$ cat src/txmc_map.vh
`ifndef TXMC_MAP_VH
`define TXMC_MAP_VH

// register addresses (7-bit serial address space)
`define TXMC_ADR_DEV        7'h0e
`define TXMC_ADR_RATE       7'h0f
`define TXMC_ADR_FDIV       7'h10
`define TXMC_ADR_ASKCFG     7'h11
`define TXMC_ADR_ADIV       7'h12
`define TXMC_ADR_MODE       7'h0b
`define TXMC_ADR_PA         7'h13

// reset values
`define TXMC_RST_DEV        8'h4b
`define TXMC_RST_RATE       8'h24
`define TXMC_RST_FDIV       8'h34
`define TXMC_RST_ASKCFG     8'h3f
`define TXMC_RST_ADIV       8'hb4
`define TXMC_RST_MODE       8'h00
`define TXMC_RST_PA         8'h00

// field positions
`define TXMC_MODE_LSB       0
`define TXMC_FEXP_LSB       3
`define TXMC_FDIV_LSB       0
`define TXMC_AEXP_LSB       6
`define TXMC_ADIV_LSB       0
`define TXMC_DEPTH_LSB      0
`define TXMC_SHAPE_LSB      3
`define TXMC_AKON_BIT       6
`define TXMC_DSEL_BIT       7
`define TXMC_MANCH_BIT      2

// modulation types
`define TXMC_MT_VCO_CL      2'd0
`define TXMC_MT_VCO_OL      2'd1
`define TXMC_MT_DIVIDER     2'd2
`define TXMC_MT_ASK         2'd3

// prescaler base exponents and dither seed
`define TXMC_FSK_BASE_EXP   3
`define TXMC_ASK_BASE_EXP   5
`define TXMC_PN_SEED        4'h1

`endif

$ cat src/txmc_core.v
// How it works
// [RULE_01] mode 0: data straight to oscillator, loop stays active, data must be DC-free
// [RULE_02] mode 1, pin data: loop active when input floats, off when driven
// [RULE_03] mode 1, serial data: loop off during each packet, on otherwise
// [RULE_04] mode 2: data bit picks one of two stored divider sets
// [RULE_05] amplitude keying only when enable bit set and mode is 3
// [RULE_06] zero-symbol level is (output level minus depth step) times 3 dB
// [RULE_07] output level not above depth step: zero symbols fully off
// [RULE_08] 3-bit edge shaping field, 7 strongest
// [RULE_09] host should pick stronger shaping at lower amplitude bit rates
// [RULE_10] spread amplitude keying dithers frequency via divider switching
// [RULE_11] dither select: 0 alternating, 1 repeating 15-bit sequence
// [RULE_12] frequency bit rate = xtal / (divisor * 2^(3+exponent))
// [RULE_13] amplitude bit rate = xtal / (divisor * 2^(5+exponent))
// [RULE_14] dither sequence clocked at the frequency-keying rate
// [RULE_15] host keeps frequency exponent nonzero when biphase coding is on
// [RULE_16] every data edge pulses the charge pump for one modulator clock (code pulses only in modes 0 and 1)
// [RULE_17] each rate generator: divisor reload counter then power-of-two prescaler
`timescale 1ns/1ps
`include "txmc_map.vh"

module txmc_core
(
  // clock and reset
  input  wire       clk,
  input  wire       rst,
  // register port
  input  wire       reg_wr,
  input  wire [6:0] reg_addr,
  input  wire [7:0] reg_wdata,
  output reg  [7:0] reg_rdata,
  // transmit data
  input  wire       tx_data,
  input  wire       tx_pin_driven,
  input  wire       tx_pin_mode,
  input  wire       packet_active,
  // modulator outputs
  output reg        pll_enable,
  output reg        vco_data,
  output reg        divider_set_sel,
  output reg        ask_active,
  output reg        ask_level,
  output reg  [2:0] ask_off_power,
  output reg        ask_ook,
  output reg  [2:0] ask_shape,
  output reg        pump_pulse,
  output reg        pump_dir,
  output reg  [4:0] pump_current,
  output reg  [2:0] pump_atten,
  output reg        fsk_strobe,
  output reg        ask_strobe
);

  // ---------------------------------------------------------------
  // registers
  // ---------------------------------------------------------------
  reg  [7:0] dev_q;
  reg  [7:0] rate_q;
  reg  [7:0] fdiv_q;
  reg  [7:0] askcfg_q;
  reg  [7:0] adiv_q;
  reg  [7:0] mode_q;
  reg  [7:0] pa_q;

  wire [1:0] mod_type      = mode_q[`TXMC_MODE_LSB +: 2];
  wire [2:0] freq_rate_exponent = rate_q[`TXMC_FEXP_LSB +: 3];
  wire [5:0] freq_rate_divisor  = fdiv_q[`TXMC_FDIV_LSB +: 6];
  wire [1:0] amp_rate_exponent  = adiv_q[`TXMC_AEXP_LSB +: 2];
  wire [5:0] amp_rate_divisor   = adiv_q[`TXMC_ADIV_LSB +: 6];
  wire [2:0] depth_step_code    = askcfg_q[`TXMC_DEPTH_LSB +: 3];
  wire [2:0] amp_edge_shaping   = askcfg_q[`TXMC_SHAPE_LSB +: 3];
  wire       amplitude_keying_on = askcfg_q[`TXMC_AKON_BIT];
  wire       dither_sequence_select = askcfg_q[`TXMC_DSEL_BIT];
  wire [2:0] output_level_code  = pa_q[2:0];

  always @(posedge clk)
  begin
    if (rst)
    begin
      dev_q    <= `TXMC_RST_DEV;
      rate_q   <= `TXMC_RST_RATE;
      fdiv_q   <= `TXMC_RST_FDIV;
      askcfg_q <= `TXMC_RST_ASKCFG;
      adiv_q   <= `TXMC_RST_ADIV;
      mode_q   <= `TXMC_RST_MODE;
      pa_q     <= `TXMC_RST_PA;
    end
    else if (reg_wr)
    begin
      // unmapped addresses fall through and change nothing
      case (reg_addr)
        `TXMC_ADR_DEV:    dev_q    <= reg_wdata;
        `TXMC_ADR_RATE:   rate_q   <= reg_wdata;
        `TXMC_ADR_FDIV:   fdiv_q   <= reg_wdata;
        `TXMC_ADR_ASKCFG: askcfg_q <= reg_wdata;
        `TXMC_ADR_ADIV:   adiv_q   <= reg_wdata;
        `TXMC_ADR_MODE:   mode_q   <= reg_wdata;
        `TXMC_ADR_PA:     pa_q     <= reg_wdata;
        default:          dev_q    <= dev_q;
      endcase
    end
  end

  // unmapped addresses read zero
  always @(posedge clk)
  begin
    if (rst)
      reg_rdata <= 8'h00;
    else
    begin
      case (reg_addr)
        `TXMC_ADR_DEV:    reg_rdata <= dev_q;
        `TXMC_ADR_RATE:   reg_rdata <= rate_q;
        `TXMC_ADR_FDIV:   reg_rdata <= fdiv_q;
        `TXMC_ADR_ASKCFG: reg_rdata <= askcfg_q;
        `TXMC_ADR_ADIV:   reg_rdata <= adiv_q;
        `TXMC_ADR_MODE:   reg_rdata <= mode_q;
        `TXMC_ADR_PA:     reg_rdata <= pa_q;
        default:          reg_rdata <= 8'h00;
      endcase
    end
  end

  // ---------------------------------------------------------------
  // bit-rate generators
  // ---------------------------------------------------------------
  // divisor 0 treated as 1 so the counter never stalls
  function [5:0] txmc_div_top;
    input [5:0] k;
    begin
      txmc_div_top = (k == 6'h00) ? 6'h00 : k - 6'h01;
    end
  endfunction

  reg  [5:0]  fk_cnt_q;
  reg  [9:0]  fk_pre_q;
  reg  [5:0]  ak_cnt_q;
  reg  [9:0]  ak_pre_q;
  wire        fk_tick = (fk_cnt_q == txmc_div_top(freq_rate_divisor)); // RULE_17
  wire        ak_tick = (ak_cnt_q == txmc_div_top(amp_rate_divisor)); // RULE_17
  // exponents above the documented range clamp to the largest legal one
  wire [2:0]  fexp = (freq_rate_exponent > 3'd5) ? 3'd5 : freq_rate_exponent;
  wire [9:0]  fk_pre_top = (10'h008 << fexp) - 10'h001; // RULE_12
  wire [9:0]  ak_pre_top = (10'h020 << amp_rate_exponent) - 10'h001; // RULE_13
  wire        fk_bit = fk_tick && (fk_pre_q == fk_pre_top);
  wire        ak_bit = ak_tick && (ak_pre_q == ak_pre_top);

  always @(posedge clk)
  begin
    if (rst)
    begin
      fk_cnt_q <= 6'h00;
      fk_pre_q <= 10'h000;
      ak_cnt_q <= 6'h00;
      ak_pre_q <= 10'h000;
    end
    else
    begin
      fk_cnt_q <= fk_tick ? 6'h00 : fk_cnt_q + 6'h01; // RULE_17
      if (fk_tick)
        fk_pre_q <= (fk_pre_q >= fk_pre_top) ? 10'h000 : fk_pre_q + 10'h001; // RULE_12
      ak_cnt_q <= ak_tick ? 6'h00 : ak_cnt_q + 6'h01; // RULE_17
      if (ak_tick)
        ak_pre_q <= (ak_pre_q >= ak_pre_top) ? 10'h000 : ak_pre_q + 10'h001; // RULE_13
    end
  end

  // ---------------------------------------------------------------
  // dither sequence
  // ---------------------------------------------------------------
  // 4-bit lfsr, new msb = bit0 ^ bit3, period 15
  // from seed 0001 the output is 111101011001000 entered at its
  // last four bits; the phase is free, only the bit order matters
  // to a receiver that sees nothing but the dithered carrier
  reg  [3:0] pn_q;
  reg        alt_q;
  wire       dither_bit = dither_sequence_select ? pn_q[0] : alt_q; // RULE_11

  always @(posedge clk)
  begin
    if (rst)
    begin
      pn_q  <= `TXMC_PN_SEED;
      alt_q <= 1'b0;
    end
    else if (fk_bit) // RULE_14
    begin
      pn_q  <= {pn_q[0] ^ pn_q[3], pn_q[3:1]}; // RULE_11
      alt_q <= ~alt_q; // RULE_11
    end
  end

  // ---------------------------------------------------------------
  // mode control
  // ---------------------------------------------------------------
  wire ask_sel = amplitude_keying_on && (mod_type == `TXMC_MT_ASK); // RULE_05
  reg  data_q;

  always @(posedge clk)
  begin
    if (rst)
    begin
      pll_enable      <= 1'b1;
      vco_data        <= 1'b0;
      divider_set_sel <= 1'b0;
      ask_active      <= 1'b0;
      ask_level       <= 1'b0;
      ask_off_power   <= 3'd0;
      ask_ook         <= 1'b0;
      ask_shape       <= 3'd0;
      fsk_strobe      <= 1'b0;
      ask_strobe      <= 1'b0;
    end
    else
    begin
      fsk_strobe <= fk_bit;
      ask_strobe <= ak_bit;
      ask_active <= ask_sel; // RULE_05
      ask_shape  <= amp_edge_shaping; // RULE_08
      ask_level  <= ask_sel & tx_data;
      // zero-symbol level: depth steps of 3 dB below the one level
      ask_ook    <= (output_level_code <= depth_step_code); // RULE_07
      ask_off_power <= (output_level_code <= depth_step_code) ? 3'd0 :
                       output_level_code - depth_step_code; // RULE_06
      case (mod_type)
        `TXMC_MT_VCO_CL:
        begin
          pll_enable      <= 1'b1; // RULE_01
          vco_data        <= tx_data; // RULE_01
          divider_set_sel <= 1'b0;
        end
        `TXMC_MT_VCO_OL:
        begin
          if (tx_pin_mode)
            pll_enable <= ~tx_pin_driven; // RULE_02
          else
            pll_enable <= ~packet_active; // RULE_03
          vco_data        <= tx_data;
          divider_set_sel <= 1'b0;
        end
        `TXMC_MT_DIVIDER:
        begin
          pll_enable      <= 1'b1;
          vco_data        <= 1'b0;
          divider_set_sel <= tx_data; // RULE_04
        end
        `TXMC_MT_ASK:
        begin
          pll_enable      <= 1'b1;
          vco_data        <= 1'b0;
          // spreading rides on divider switching
          divider_set_sel <= ask_sel & dither_bit; // RULE_10
        end
        default:
        begin
          pll_enable      <= 1'b1;
          vco_data        <= 1'b0;
          divider_set_sel <= 1'b0;
        end
      endcase
    end
  end

  // ---------------------------------------------------------------
  // charge pump
  // ---------------------------------------------------------------
  // pulse width is one modulator clock, i.e. divisor crystal cycles
  reg [5:0] pump_cnt_q;
  wire      vco_mode = (mod_type == `TXMC_MT_VCO_CL) || (mod_type == `TXMC_MT_VCO_OL);
  wire      data_edge = vco_mode && (tx_data != data_q);

  always @(posedge clk)
  begin
    if (rst)
    begin
      data_q       <= 1'b0;
      pump_cnt_q   <= 6'h00;
      pump_pulse   <= 1'b0;
      pump_dir     <= 1'b0;
      pump_current <= 5'd0;
      pump_atten   <= 3'd0;
    end
    else
    begin
      data_q       <= tx_data;
      pump_current <= dev_q[7:3]; // RULE_16
      pump_atten   <= dev_q[2:0];
      // a new data edge during a pulse restarts its width
      if (data_edge)
      begin
        pump_pulse <= 1'b1; // RULE_16
        pump_dir   <= tx_data;
        pump_cnt_q <= txmc_div_top(freq_rate_divisor); // RULE_16
      end
      else if (pump_cnt_q != 6'h00)
        pump_cnt_q <= pump_cnt_q - 6'h01;
      else
        pump_pulse <= 1'b0;
    end
  end

endmodule

$ cat config.mk
export PLATFORM = sky130hd
export DESIGN_NAME = txmc_core
export DESIGN_NICKNAME = d
export VERILOG_FILES = /design/src/txmc_core.v
export VERILOG_INCLUDE_DIRS = /design/src /design/src/src
export SDC_FILE = /design/constraint.sdc
export NUM_CORES = 1
export LEC_CHECK = 0
export BUFFER_PORTS_ARGS = -buffer_cell sky130_fd_sc_hd__buf_4
export CORE_UTILIZATION = 40
export CTS_BUF_LIST = sky130_fd_sc_hd__clkbuf_2
export CTS_CLUSTER_SIZE = 8
export DETAILED_ROUTE_END_ITERATION = 16
export PLACE_DENSITY = 0.67
export SKIP_CTS_REPAIR_TIMING = 1
export SLEW_MARGIN = 20
export SYNTH_ARGS = -nofsm -noshare
export SYNTH_HDL_FRONTEND = slang
export SYNTH_SLANG_ARGS = --single-unit
$ cat constraint.sdc
create_clock -name clk -period 4.26 [get_ports clk]
set_clock_uncertainty 0.2 [all_clocks]
set_input_delay 0.852 -clock clk [delete_from_list [all_inputs] [get_ports clk]]
set_output_delay 0.852 -clock clk [all_outputs]
set_load 0.02 [all_outputs]
# Word-level counts from Yosys, hierarchy flattened
# Index checks and enable logic that the tools add are counted.
# totals
inputBits	22
output_inout_bits	32
regBits	132
wordCells	106
# classes
muxes	15
shift	2
n_eq_ne	16
n_lt_le_gt_ge	4
add_sub_neg	10
n_reduce_logical	23
n_bitwise	6
# op_table
operator	count
$pmux 8 s7	1
$eq 7x5->1 const B	4
$mux 6	4
$eq 7x4->1 const B	3
$add 10x1->10 const B	2
$eq 10x10->1	2
$ge 10x10->1	2
$mux 10	2
$sub 10x1->10 const B	2
$sub 6x1->6 const B	3
$reduce_and 2->1	7
$add 6x1->6 const B	2
$eq 6x6->1	2
$logic_not 6->1	2
$reduce_or 2->1	5
$shl 4x3->10 const A	1
$shl 6x2->10 const A	1
$reduce_bool 6->1	1
$eq 2x2->1 const B	2
$logic_and 1x1->1	4
$mux 1	4
$pmux 1 s2	2
$gt 3x3->1 const B	1
$le 3x3->1	1
13 further kinds	16

# Longest topological paths before layout
# Gate-level depths: netlist of run 1.
# logic_depth
ltp_word	6
ltp_mapped	12
mapped_depth_nobuf	12

# Worst setup path before layout of run 1
# OpenSTA, ideal clock, no wires.
# synth_path
path_type	reg-to-reg
from	register rate_q[3]
to	register fk_pre_q[3]
required_time_ps	3973
path_buffers	1
path_slack_ps	1310
setup_ps	87
period_less_slack_ps	2950
path_stages_with_launch	12
arrival_time_ps	2663
cell_sequence	dfxtp_1 -> or3_1 -> ha_1 -> xnor2_1 -> ha_1 -> a21oi_1 -> nand2_1 -> o21ai_0 -> o2111ai_1 -> or3_1 -> clkbuf_1 -> o31ai_1
# synth_between
elab_chain_len	6
# synth_lines
item	line_no	source
start, declared	txmc_core.v:58	reg [7:0] rate_q;
start signal, assigned	txmc_core.v:81	rate_q <= `TXMC_RST_RATE;
start signal, assigned	txmc_core.v:93	`TXMC_ADR_RATE: rate_q <= reg_wdata;
$gt 3x3->1	txmc_core.v:142	wire [2:0] fexp = (freq_rate_exponent > 3'd5) ? 3'd5 : freq_rate_exponent;
$mux 3 (*)	txmc_core.v:142	
$shl 4x3->10 (*)	txmc_core.v:143	wire [9:0] fk_pre_top = (10'h008 << fexp) - 10'h001;
$sub 10x1->10 (*)	txmc_core.v:143	
$ge 10x10->1 (*)	txmc_core.v:161	fk_pre_q <= (fk_pre_q >= fk_pre_top) ? 10'h000 : fk_pre_q + 10'h001;
$mux 10 (*)	txmc_core.v:161	
end signal, assigned	txmc_core.v:161	
end, declared	txmc_core.v:136	reg [9:0] fk_pre_q;
# Mark *: on every way between the ends. The rest lies on a longest branch, timed or not.
# A chain may end at the register's enable or synchronous reset.

# Worst setup path in the final report of run 1
# layout_path
from	register rate_q[3]
to	register fk_pre_q[9]
# Same word-level chain as after synthesis.

==> results.md, run 1 <==
* Synthesized flop and latch total at between 100 and 150
* Outcome: finished clean
* Num rows at 44
* Clock Tree Root: clkbuf_2
* Non-Filler Instances at approximately 970
* Initial Utilization at 0.4160
* PortBufs at 53
* Diodes inserted at 0
* Worst path required time at roughly 4.7 ns
* Vias per cell at about 5.4
* Post-DP HPWL at between 10000 and 15000 um
* Setup slack after layout at between 0.9 and 1 ns
* Die ar. at between 0.015 and 0.02 sq mm
* Worst Max-Slew Pin Slew at between 0.8 and 0.9 ns
* Clock sink count at about 130
* Hold slack at 0.1971 ns
* Place WS at 0.9600 ns
* Main synth FF type: dfxtp_1
* DP Cell Count at between 900 and 1000
* GRT Overall Usage at 0.1911
* Most instantiated library cell after synthesis: dfxtp_1
* Asr flop ratio synth at 0
* First-pass GRT wire length at between 20000 and 25000 um
* H-tree levels at 4
* ANT nets after route at 0
* P_leak at ~2.8 nW
* Initial antenna violation count at 1
* CP Capture Type: register
* Final Hold Viols at 0
* Power Dens Cells at ~330 mW/mm^2
* GPL Wtd Cong at 0.8495
* Post-synth top cells: 132 x dfxtp_1, 105 x nand2_1, 81 x nor2_1
* Sum Neg Setup Slack at 0 ns
* CTS clk-pin slew, worst paths at roughly 0.19 ns
* Synth warn at 0
* Via count at approximately 5200
* Distinct cells, synth at 57
* Top flop regs: ak_pre_q x10, fk_pre_q x10
* Cts bufs inserted at 17
* Initial drt markers at roughly 450
* Arrival time worst endpoint at around 3.7 ns
* Pin count of the biggest net entering global routing at 69
* Crit share post-route at 0.7679
* Max-cap violations at 0
* Vias in the first global route at between 4000 and 5000
* R2R Setup Slk at ~0.99 ns
* RSZ-0062 raised after global routing: false
* Slew margin rel. at 0.4293
* Layout cells sized above 1 at 0.1315
* Sequential area share after synthesis at 0.4305
* Syn Inst Count at roughly 730
* Area growth syn-to-layout at 13.15%
* CP startpoint kind: register
* Worst-Skew Late Latency at ~0.70 ns
* Overflow after GRT at 0
* Maximum root-to-sink buffer count at 2
* Mapped Area at 0.006138 sq mm
* Minimum clock period after layout at 3.271 ns
* Setup CP Type: reg2reg
* Leading area contributor after synthesis: dfxtp_1
* WL/cell at roughly 15 um
* CTS tree: done
* EDFF count, synth at 0
* Worst min path class: in2reg
* Net count, final at ~800
* FMAX at 305.7 MHz
* I/O Pins at 54
* Peak fanout along the critical path at 10
* Post-synth top area share at 0.4305
* Setup violations, final at 0
* Post-synthesis average cell area at around 8.5 sq um
* DR DRC count at 0
* Max-slew violation count at 0
* Die Y at 125.9 um
* Syn_nets at between 700 and 800
* 1st-pass router iterations at 5
* Final WL at about 15000 um
* Synth area leaders: dfxtp_1 43%, nand2_1 6.4%, nor2_1 5.0%
* Core Area at around 0.015 sq mm
* Die width at between 100 and 150 um
* Worst vdd ir at 0.0002190 V
[per-stage QoR]
stage          utilization  instance area, sq um  power, mW
2_1_floorplan            -                  6138      1.415
6_report            0.4707                  6945      2.318
3_5_place_dp        0.4523                  6673      1.481
3_3_place_gp        0.4523                  6673      1.480
5_1_grt             0.4707                  6945      2.422
4_1_cts             0.4707                  6945      2.340
[path summary, 6_finish.rpt]
path	startpoint	endpoint	depth (start not counted)
worst min-delay path	tx_data	ask_level	2
worst min register to register	fdiv_q[7]	fdiv_q[7]	2
worst max-delay path	rate_q[3]	fk_pre_q[9]	10
worst max register to register	rate_q[3]	fk_pre_q[9]	10
[cell usage in the layout, fill, tap and decap left out, types with 3 or more instances in the layout]
cell,count
a211o_1,3
a211oi_1,4
a21oi_1,48
a22o_1,3
a22oi_1,9
and2_1,10
and3_1,15
and4_1,3
buf_4,55
bufinv_16,4
clkbuf_2,18
clkinvlp_4,3
dfxtp_1,132
ha_1,23
inv_1,20
mux2_2,7
mux2i_1,24
mux4_2,4
nand2_1,105
nand2b_1,11
nand3_1,49
nor2_1,81
nor2b_1,17
nor3_1,9
o211ai_1,6
o21ai_0,38
o22ai_1,3
o31ai_1,7
or3_1,7
or4_1,3
xnor2_1,15
xor2_1,10
[power by group]
| part | total [mW] | leakage [nW] | switching, mW | internal, mW |
|---|---|---|---|---|
| sequential | 1.27 | 1.07 | 0.0164 | 1.26 |
| clock | 0.862 | 0.154 | 0.477 | 0.385 |
| combinational | 0.183 | 1.60 | 0.111 | 0.0719 |
| total | 2.32 | 2.83 | 0.604 | 1.71 |
[critical path, stage by stage (launching register included)]
cell and delay (ns):
dfxtp_1 0.38, or3_1 0.41, ha_1 0.22, xnor2_1 0.13
ha_1 0.30, a21oi_1 0.15, nand2_1 0.06, o21ai_0 0.15
o2111ai_1 0.36, or3_1 0.59, o31ai_1 0.27
[metal layers]
metal | share of wire | routed length [um] | vias to the layer above | global-route usage
met4 | 0.013 | 185 | 2 | 0.05457
met5 | 0.00095 | 14 | - | 0
li1 | - | - | 2627 | -
met3 | 0.059 | 868 | 18 | 0.04970
met2 | 0.44 | 6429 | 137 | 0.2847
met1 | 0.49 | 7258 | 2455 | 0.2707
[logic make-up after synthesis]
family                     Yosys count  synth area share
AOI/OAI and AO/OA                  138            0.1382
xor gates and xnor gates            25           0.03567
adders and majority gates           24           0.05014
buffers and inverters               49           0.02996
DFF                                132            0.4305
muxes                               35           0.06665
other                                1         0.0006109
and+or+nand+nor                    322            0.2483
[layout make-up]
class	count	area, sq um
Fill cell	1472	7809
Multi-Input combinational cell	545	3312
Sequential cell	132	2643
Timing Repair Buffer	55	412.9
Tap cell	184	230.2
Clock inverter	13	182.7
Clock buffer	18	90.09
Inverter	20	75.07
No activity file was read; power rests on OpenSTA's default activity.
==> run 2, diff against run 1 <==
ABC_AREA = 1   (was not set)
PLACE_DENSITY = 0.69   (was 0.67)
clock period = 2.7 ns   (was 4.26 ns; I/O delays follow)
==> run 2 against run 1 <==
Compared with the run above:
- synthesized cell count up 21%
- cell count up 22%
- via count up 12%
- non-clock buffer count up 21
- power up 40%
- flip-flop and latch count unchanged
- first-iteration DRC count up 18%
- clock-buffer cell count up 4
- critical path depth up 7
- routed wire length up 6.3%
- setup slack worse by 0.76 ns
- largest cell class unchanged
- highest routed layer is now met4
==> results.md, run 2 <==
* Flop pwr share at 0.621
* Cts bufs inserted at 17
* Max stage delay cell, worst path: dfxtp_2
* Area growth syn-to-layout at 14.28%
* Multi-input gate area at roughly 0.0032 sq mm
* Most instantiated library cell after synthesis: nand2_1
* Initial antenna violation count at 2
* Storage element area at 0.002645 sq mm
* Num rows at 46
* Die width at 129.0 um
* Worst path required time at between 3 and 4 ns
* Worst path cell trace: nor2_1, inv_1, nor2_2, inv_1, ha_1, xnor2_1, inv_1, ha_1, nand2_1, inv_1, nand2_1, nand2_1, nand2_2, nand3_4, a21oi_1, nand3_1, a21oi_1
* Layout cells sized above 1 at 0.1445
* Initial Utilization at 0.4074
* Synth area leaders: dfxtp_1 41%, nand2_1 8.4%, inv_1 7.6%
* WL/cell at 13.30 um
* Leading cell type in the layout, fill and taps excluded: nand2_1
* M2 GR Usage at 0.3246
* Arrival time worst endpoint at between 2 and 3 ns
* Place WS at 0.02168 ns
* Post-synth top area share at 0.4099
* PortBufs at 53
* Main synth FF type: dfxtp_1
* Max-cap violations at 0
* Combinational share of power at 0.096
* CP Capture Type: register
* Initial drt markers at 531
* Minimum clock period after layout at around 2.5 ns
* GPL Wtd Cong at around 0.83
* Post-DP Area at between 0.007 and 0.008 sq mm
* Top flop regs: ak_pre_q x10, fk_pre_q x10
* Max incr delay on CP at around 0.36 ns
* FMAX at approximately 400 MHz
* Final Hold Viols at 0
* CTS clk-pin slew, worst paths at between 0.15 and 0.2 ns
* Syn Inst Count at 876
* Synthesized flop and latch total at 132
* CP startpoint kind: register
* ANT nets after route at 0
* Net count, final at 996
* Clock Tree Root: clkbuf_2
* Core Area at 0.01583 sq mm
* Sw Ratio at 0.2769
* Clk pwr share at 0.283
* Slew margin rel. at 0.6273
* Pin count of the biggest net entering global routing at 52
* Setup CP Type: reg2reg
* Die ar. at between 0.015 and 0.02 sq mm
* First-pass GRT wire length at between 20000 and 30000 um
* Pint at 2.342 mW
* Setup slack after layout at 0.2305 ns
* Worst min path class: in2reg
* Via count at between 5000 and 6000
* Crit share post-route at 0.9146
* Vias in the first global route at between 5000 and 6000
* Hold slack at 0.1629 ns
* Leading area contributor after synthesis: dfxtp_1
* CTS tree: done
* Vias per cell at ~5.0
* GRT Overall Usage at 0.1982
* Gr busiest metal: met2
* Synth warn at 0
* Die Y at 129.0 um
* Buf/Inv on CP at 4
* Clock sink count at ~130
* Outcome: finished clean
* H-tree levels at 4
* Final WL at 15690 um
* 1st-pass router iterations at 5
* Worst vdd ir at 0.0002598 V
* Overflow after GRT at 0
* Post-route cell area at between 0.007 and 0.008 sq mm
* Post-synthesis average cell area at approximately 7.4 sq um
* CP delay by family, top: simple AND/OR/NAND/NOR gates
* EDFF count, synth at 0
* P_leak at 3.301 nW
* Post-synth top cells: 145 x nand2_1, 132 x dfxtp_1, 130 x inv_1
* Sequential area share after synthesis at 0.4099
* Worst-Skew Late Latency at 0.73 ns
* I/O Pins at 54
* DR DRC count at 0
* Syn_nets at just over 900
* Worst Max-Slew Pin Slew at roughly 0.56 ns
* Power Dens Cells at 439.7 mW/mm^2
* Maximum root-to-sink buffer count at 2
* Mapped Area at approximately 0.0064 sq mm
* Asr flop ratio synth at 0
* Fill count at approximately 1600
* Net switching power at between 0.8 and 0.9 mW
* Sum Neg Setup Slack at 0 ns
* Critical path's most frequent cell: inv_1
* Setup violations, final at 0
* Post-DP HPWL at 11200 um
* Max-slew violation count at 0
* Routing usage on met1 at 0.2524
* Peak fanout along the critical path at 5
* Distinct cells, synth at 43
* Commonest non-fill, non-tap cells in the layout: 144 x nand2_1, 130 x dfxtp_1, 129 x inv_1
* Met3 usage at 0.05156
run 2: power by group through the flow:
stage	Sequential (mW)	Combinational, mW	Clock (mW)
after floorplan	2.06	0.182	0
after global placement	2.05	0.288	0
after detailed placement	2.05	0.295	0
after CTS	2.01	0.296	0.955
after global routing	2.02	0.349	1.05
final	2.01	0.311	0.918
run 2: worst min-delay path, cell delays in order:
cell,delay (ns)
buf_4,0.10
nor4_4,0.04
nand2_1,0.26
a21oi_1,0.11
run 2: final cells by class:
class,count,share of cell area
clock buffer,22,0.01494
timing repair buffer,76,0.08185
antenna,2,0.0006792
clock inverter,9,0.005434
sequential,132,0.3590
multi-input combinational,591,0.4342
inverter,132,0.06724
tap,216,0.03668
run 2: cell families (layout without fill, tap and decap cells):
logic type | after synthesis | in the layout | share of synthesized area
and+or+nand+nor | 362 | 363 | 0.2597
muxes | 1 | 1 | 0.001746
other | 1 | 3 | 0.0005816
AOI/OAI and AO/OA | 184 | 184 | 0.1533
buffers and inverters | 154 | 239 | 0.1015
xor gates and xnor gates | 18 | 18 | 0.02562
DFF | 132 | 132 | 0.4099
adders and majority gates | 24 | 24 | 0.04774
run 2: per-stage QoR:
stage / utilization / std cells / total power [mW]
final: 0.4655 / 1180 / 3.240
after detailed placement: 0.4443 / 1133 / 2.347
after global placement: 0.4443 / 1133 / 2.339
after CTS: 0.4538 / 1164 / 3.263
after global routing: 0.4655 / 1180 / 3.417
after floorplan: - / 876 / 2.243
run 2: metal layers:
layer  wire [um]  vias to the layer above  part of all wire
li1            -                     3011                 -
met1        7279                     2650              0.46
met2        7270                      168              0.46
met3         870                       22             0.055
met4         267                        0             0.017
met5           0                        -                 0
run 2: worst paths after layout:
| check | startpoint | to | slack, ns | cells after the start |
|---|---|---|---|---|
| max reg2reg | rate_q[3] | fk_pre_q[8] | 0.23 | 17 |
| min | reg_addr[4] | dev_q[4] | 0.16 | 4 |
| max | rate_q[3] | fk_pre_q[8] | 0.23 | 17 |
| min reg2reg | mode_q[1] | vco_data | 0.25 | 1 |
==> run 3, diff against run 2 <==
CORE_UTILIZATION = 52   (was 40)
PLACE_DENSITY = 0.84   (was 0.69)
==> run 3 against run 2 <==
Compared with the run above:
- design area increased by 0.85%
- flip-flop and latch count unchanged
- clock power increased by 26%
- sequential power about the same
- hold slack got worse by 0.021 ns
- highest routed layer unchanged
==> results.md, run 3 (synthesis results as in run 2) <==
* I/O Pins at 54
* GPL Wtd Cong at ~0.86
* Commonest non-fill, non-tap cells in the layout: 144 x nand2_1, 130 x dfxtp_1, 129 x inv_1
* Initial antenna violation count at 0
* Layout cells sized above 1 at 0.1538
* DR DRC count at 0
* Worst Max-Slew Pin Slew at ~0.49 ns
* Net count, final at ~1000
* First-pass GRT wire length at between 20000 and 25000 um
* CP Capture Type: register
* Num rows at 40
* Max-slew violation count at 0
* Post-DP Area at about 0.007 sq mm
* PortBufs at 53
* P_leak at between 3 and 4 nW
* GRT Overall Usage at 0.2405
* CTS clk-pin slew, worst paths at between 0.2 and 0.25 ns
* RR Endpoint: fk_pre_q[2]
* Clock Tree Root: clkbuf_2
* Top flop regs: ak_pre_q x10, fk_pre_q x10
* Setup CP Type: reg2reg
* Outcome: finished clean
* R2R Setup Slk at between 0.2 and 0.25 ns
* Die Y at 113.4 um
* WL/cell at 13.60 um
* Hold path startpoint: reg_addr[4]
* Vias in the first global route at 5201
* Core Area at between 0.01 and 0.015 sq mm
* Arrival time worst endpoint at 2.88 ns
* Worst vdd ir at roughly 0.00036 V
* CTS tree: done
* Initial drt markers at between 500 and 600
* Worst min path class: in2reg
* 1st-pass router iterations at 5
* Post-DP HPWL at roughly 11000 um
* Maximum root-to-sink buffer count at 2
* Slew margin rel. at 0.6693
* CP startpoint kind: register
* Vias per cell at around 5.2
* Power Dens Cells at between 400 and 500 mW/mm^2
* Minimum clock period after layout at about 2.5 ns
* Clock sink count at 132
* Die width at 113.4 um
* ANT nets after route at 0
* Critical path launch point: rate_q[3]
* Cts bufs inserted at 17
* Initial Utilization at 0.5345
* Place WS at -0.04231 ns
* Setup violations, final at 0
* Overflow after GRT at 0
* Max-cap violations at 0
* Pin count of the biggest net entering global routing at 54
* Crit share post-route at 0.9091
* Peak fanout along the critical path at 5
* Leading cell type in the layout, fill and taps excluded: nand2_1
* Hold Path End: dev_q[2]
* Worst Hold Path Cells at 4
* Die ar. at about 0.013 sq mm
* Cells on worst reg2reg path at 13
* H-tree levels at 4
* Setup slack after layout at about 0.25 ns
* RR Startpoint: rate_q[3]
* Final Hold Viols at 0
* Worst path required time at roughly 3.1 ns
* Post-route cell area at about 0.0074 sq mm
* Diodes inserted at 0
* Worst-Skew Late Latency at 0.69 ns
* Area growth syn-to-layout at 15.25%
* Final WL at about 15000 um
* Via count at 5926
* FMAX at between 400 and 500 MHz
[run 3: cell type report]
cell class | count | area, sq um
clock buffer | 18 | 90.09
clock inverter | 14 | 138.9
fill | 1047 | 4631
inverter | 132 | 495.5
multi-input combinational | 591 | 3243
sequential | 132 | 2645
tap | 168 | 210.2
timing repair buffer | 75 | 608.1
[run 3: how the worst max path moves through the flow]
stage | endpoint | cells after the start | slack (ns)
6_report | fk_pre_q[2] | 13 | 0.25
5_1_grt | fk_pre_q[2] | 17 | -0.02
4_1_cts | fk_pre_q[8] | 17 | -0.07
3_5_place_dp | fk_pre_q[5] | 17 | -0.04
3_3_place_gp | fk_pre_q[2] | 15 | 0.15
2_1_floorplan | fk_pre_q[2] | 15 | 0.35
[run 3: report_power, final]
group	internal [mW]	leakage [nW]	total, mW	switching [mW]
Sequential	1.99	1.07	2.01	0.0228
Clock	0.415	0.119	1.16	0.740
Combinational	0.122	2.11	0.312	0.190
Total	2.52	3.30	3.48	0.953
[run 3: routing by layer]
| metal | GRT usage | wire (um) | part of all wire | vias up |
|---|---|---|---|---|
| met5 | 0 | 0 | 0 | - |
| li1 | - | - | - | 3021 |
| met2 | 0.3902 | 7326 | 0.48 | 196 |
| met4 | 0.07193 | 138 | 0.0090 | 0 |
| met1 | 0.3135 | 6942 | 0.45 | 2693 |
| met3 | 0.06374 | 957 | 0.062 | 16 |
[run 3: critical path, cell delays in order, from the launching register on]
cell and delay (ns):
dfxtp_2 0.37, nor2_1 0.10, inv_1 0.07, nor2_2 0.11, inv_1 0.05, ha_2 0.19
nand2_1 0.08, ha_1 0.24, a21oi_1 0.17, o21a_1 0.28, nand3_4 0.17, nor3_2 0.15
nand3_1 0.10, a21oi_2 0.13
[run 3: metrics by stage]
step	std cells	total power, mW	utilization	setup TNS (ns)	hold WS, ns
floorplan	876	2.243	-	0	0.1840
global placement	1084	2.334	0.5784	0	0.1985
detailed placement	1084	2.343	0.5784	-0.07606	0.1957
CTS	1116	3.481	0.5974	-0.2619	-0.1351
global route	1130	3.626	0.6161	-0.02124	0.08523
finish	1130	3.478	0.6161	0	0.1417
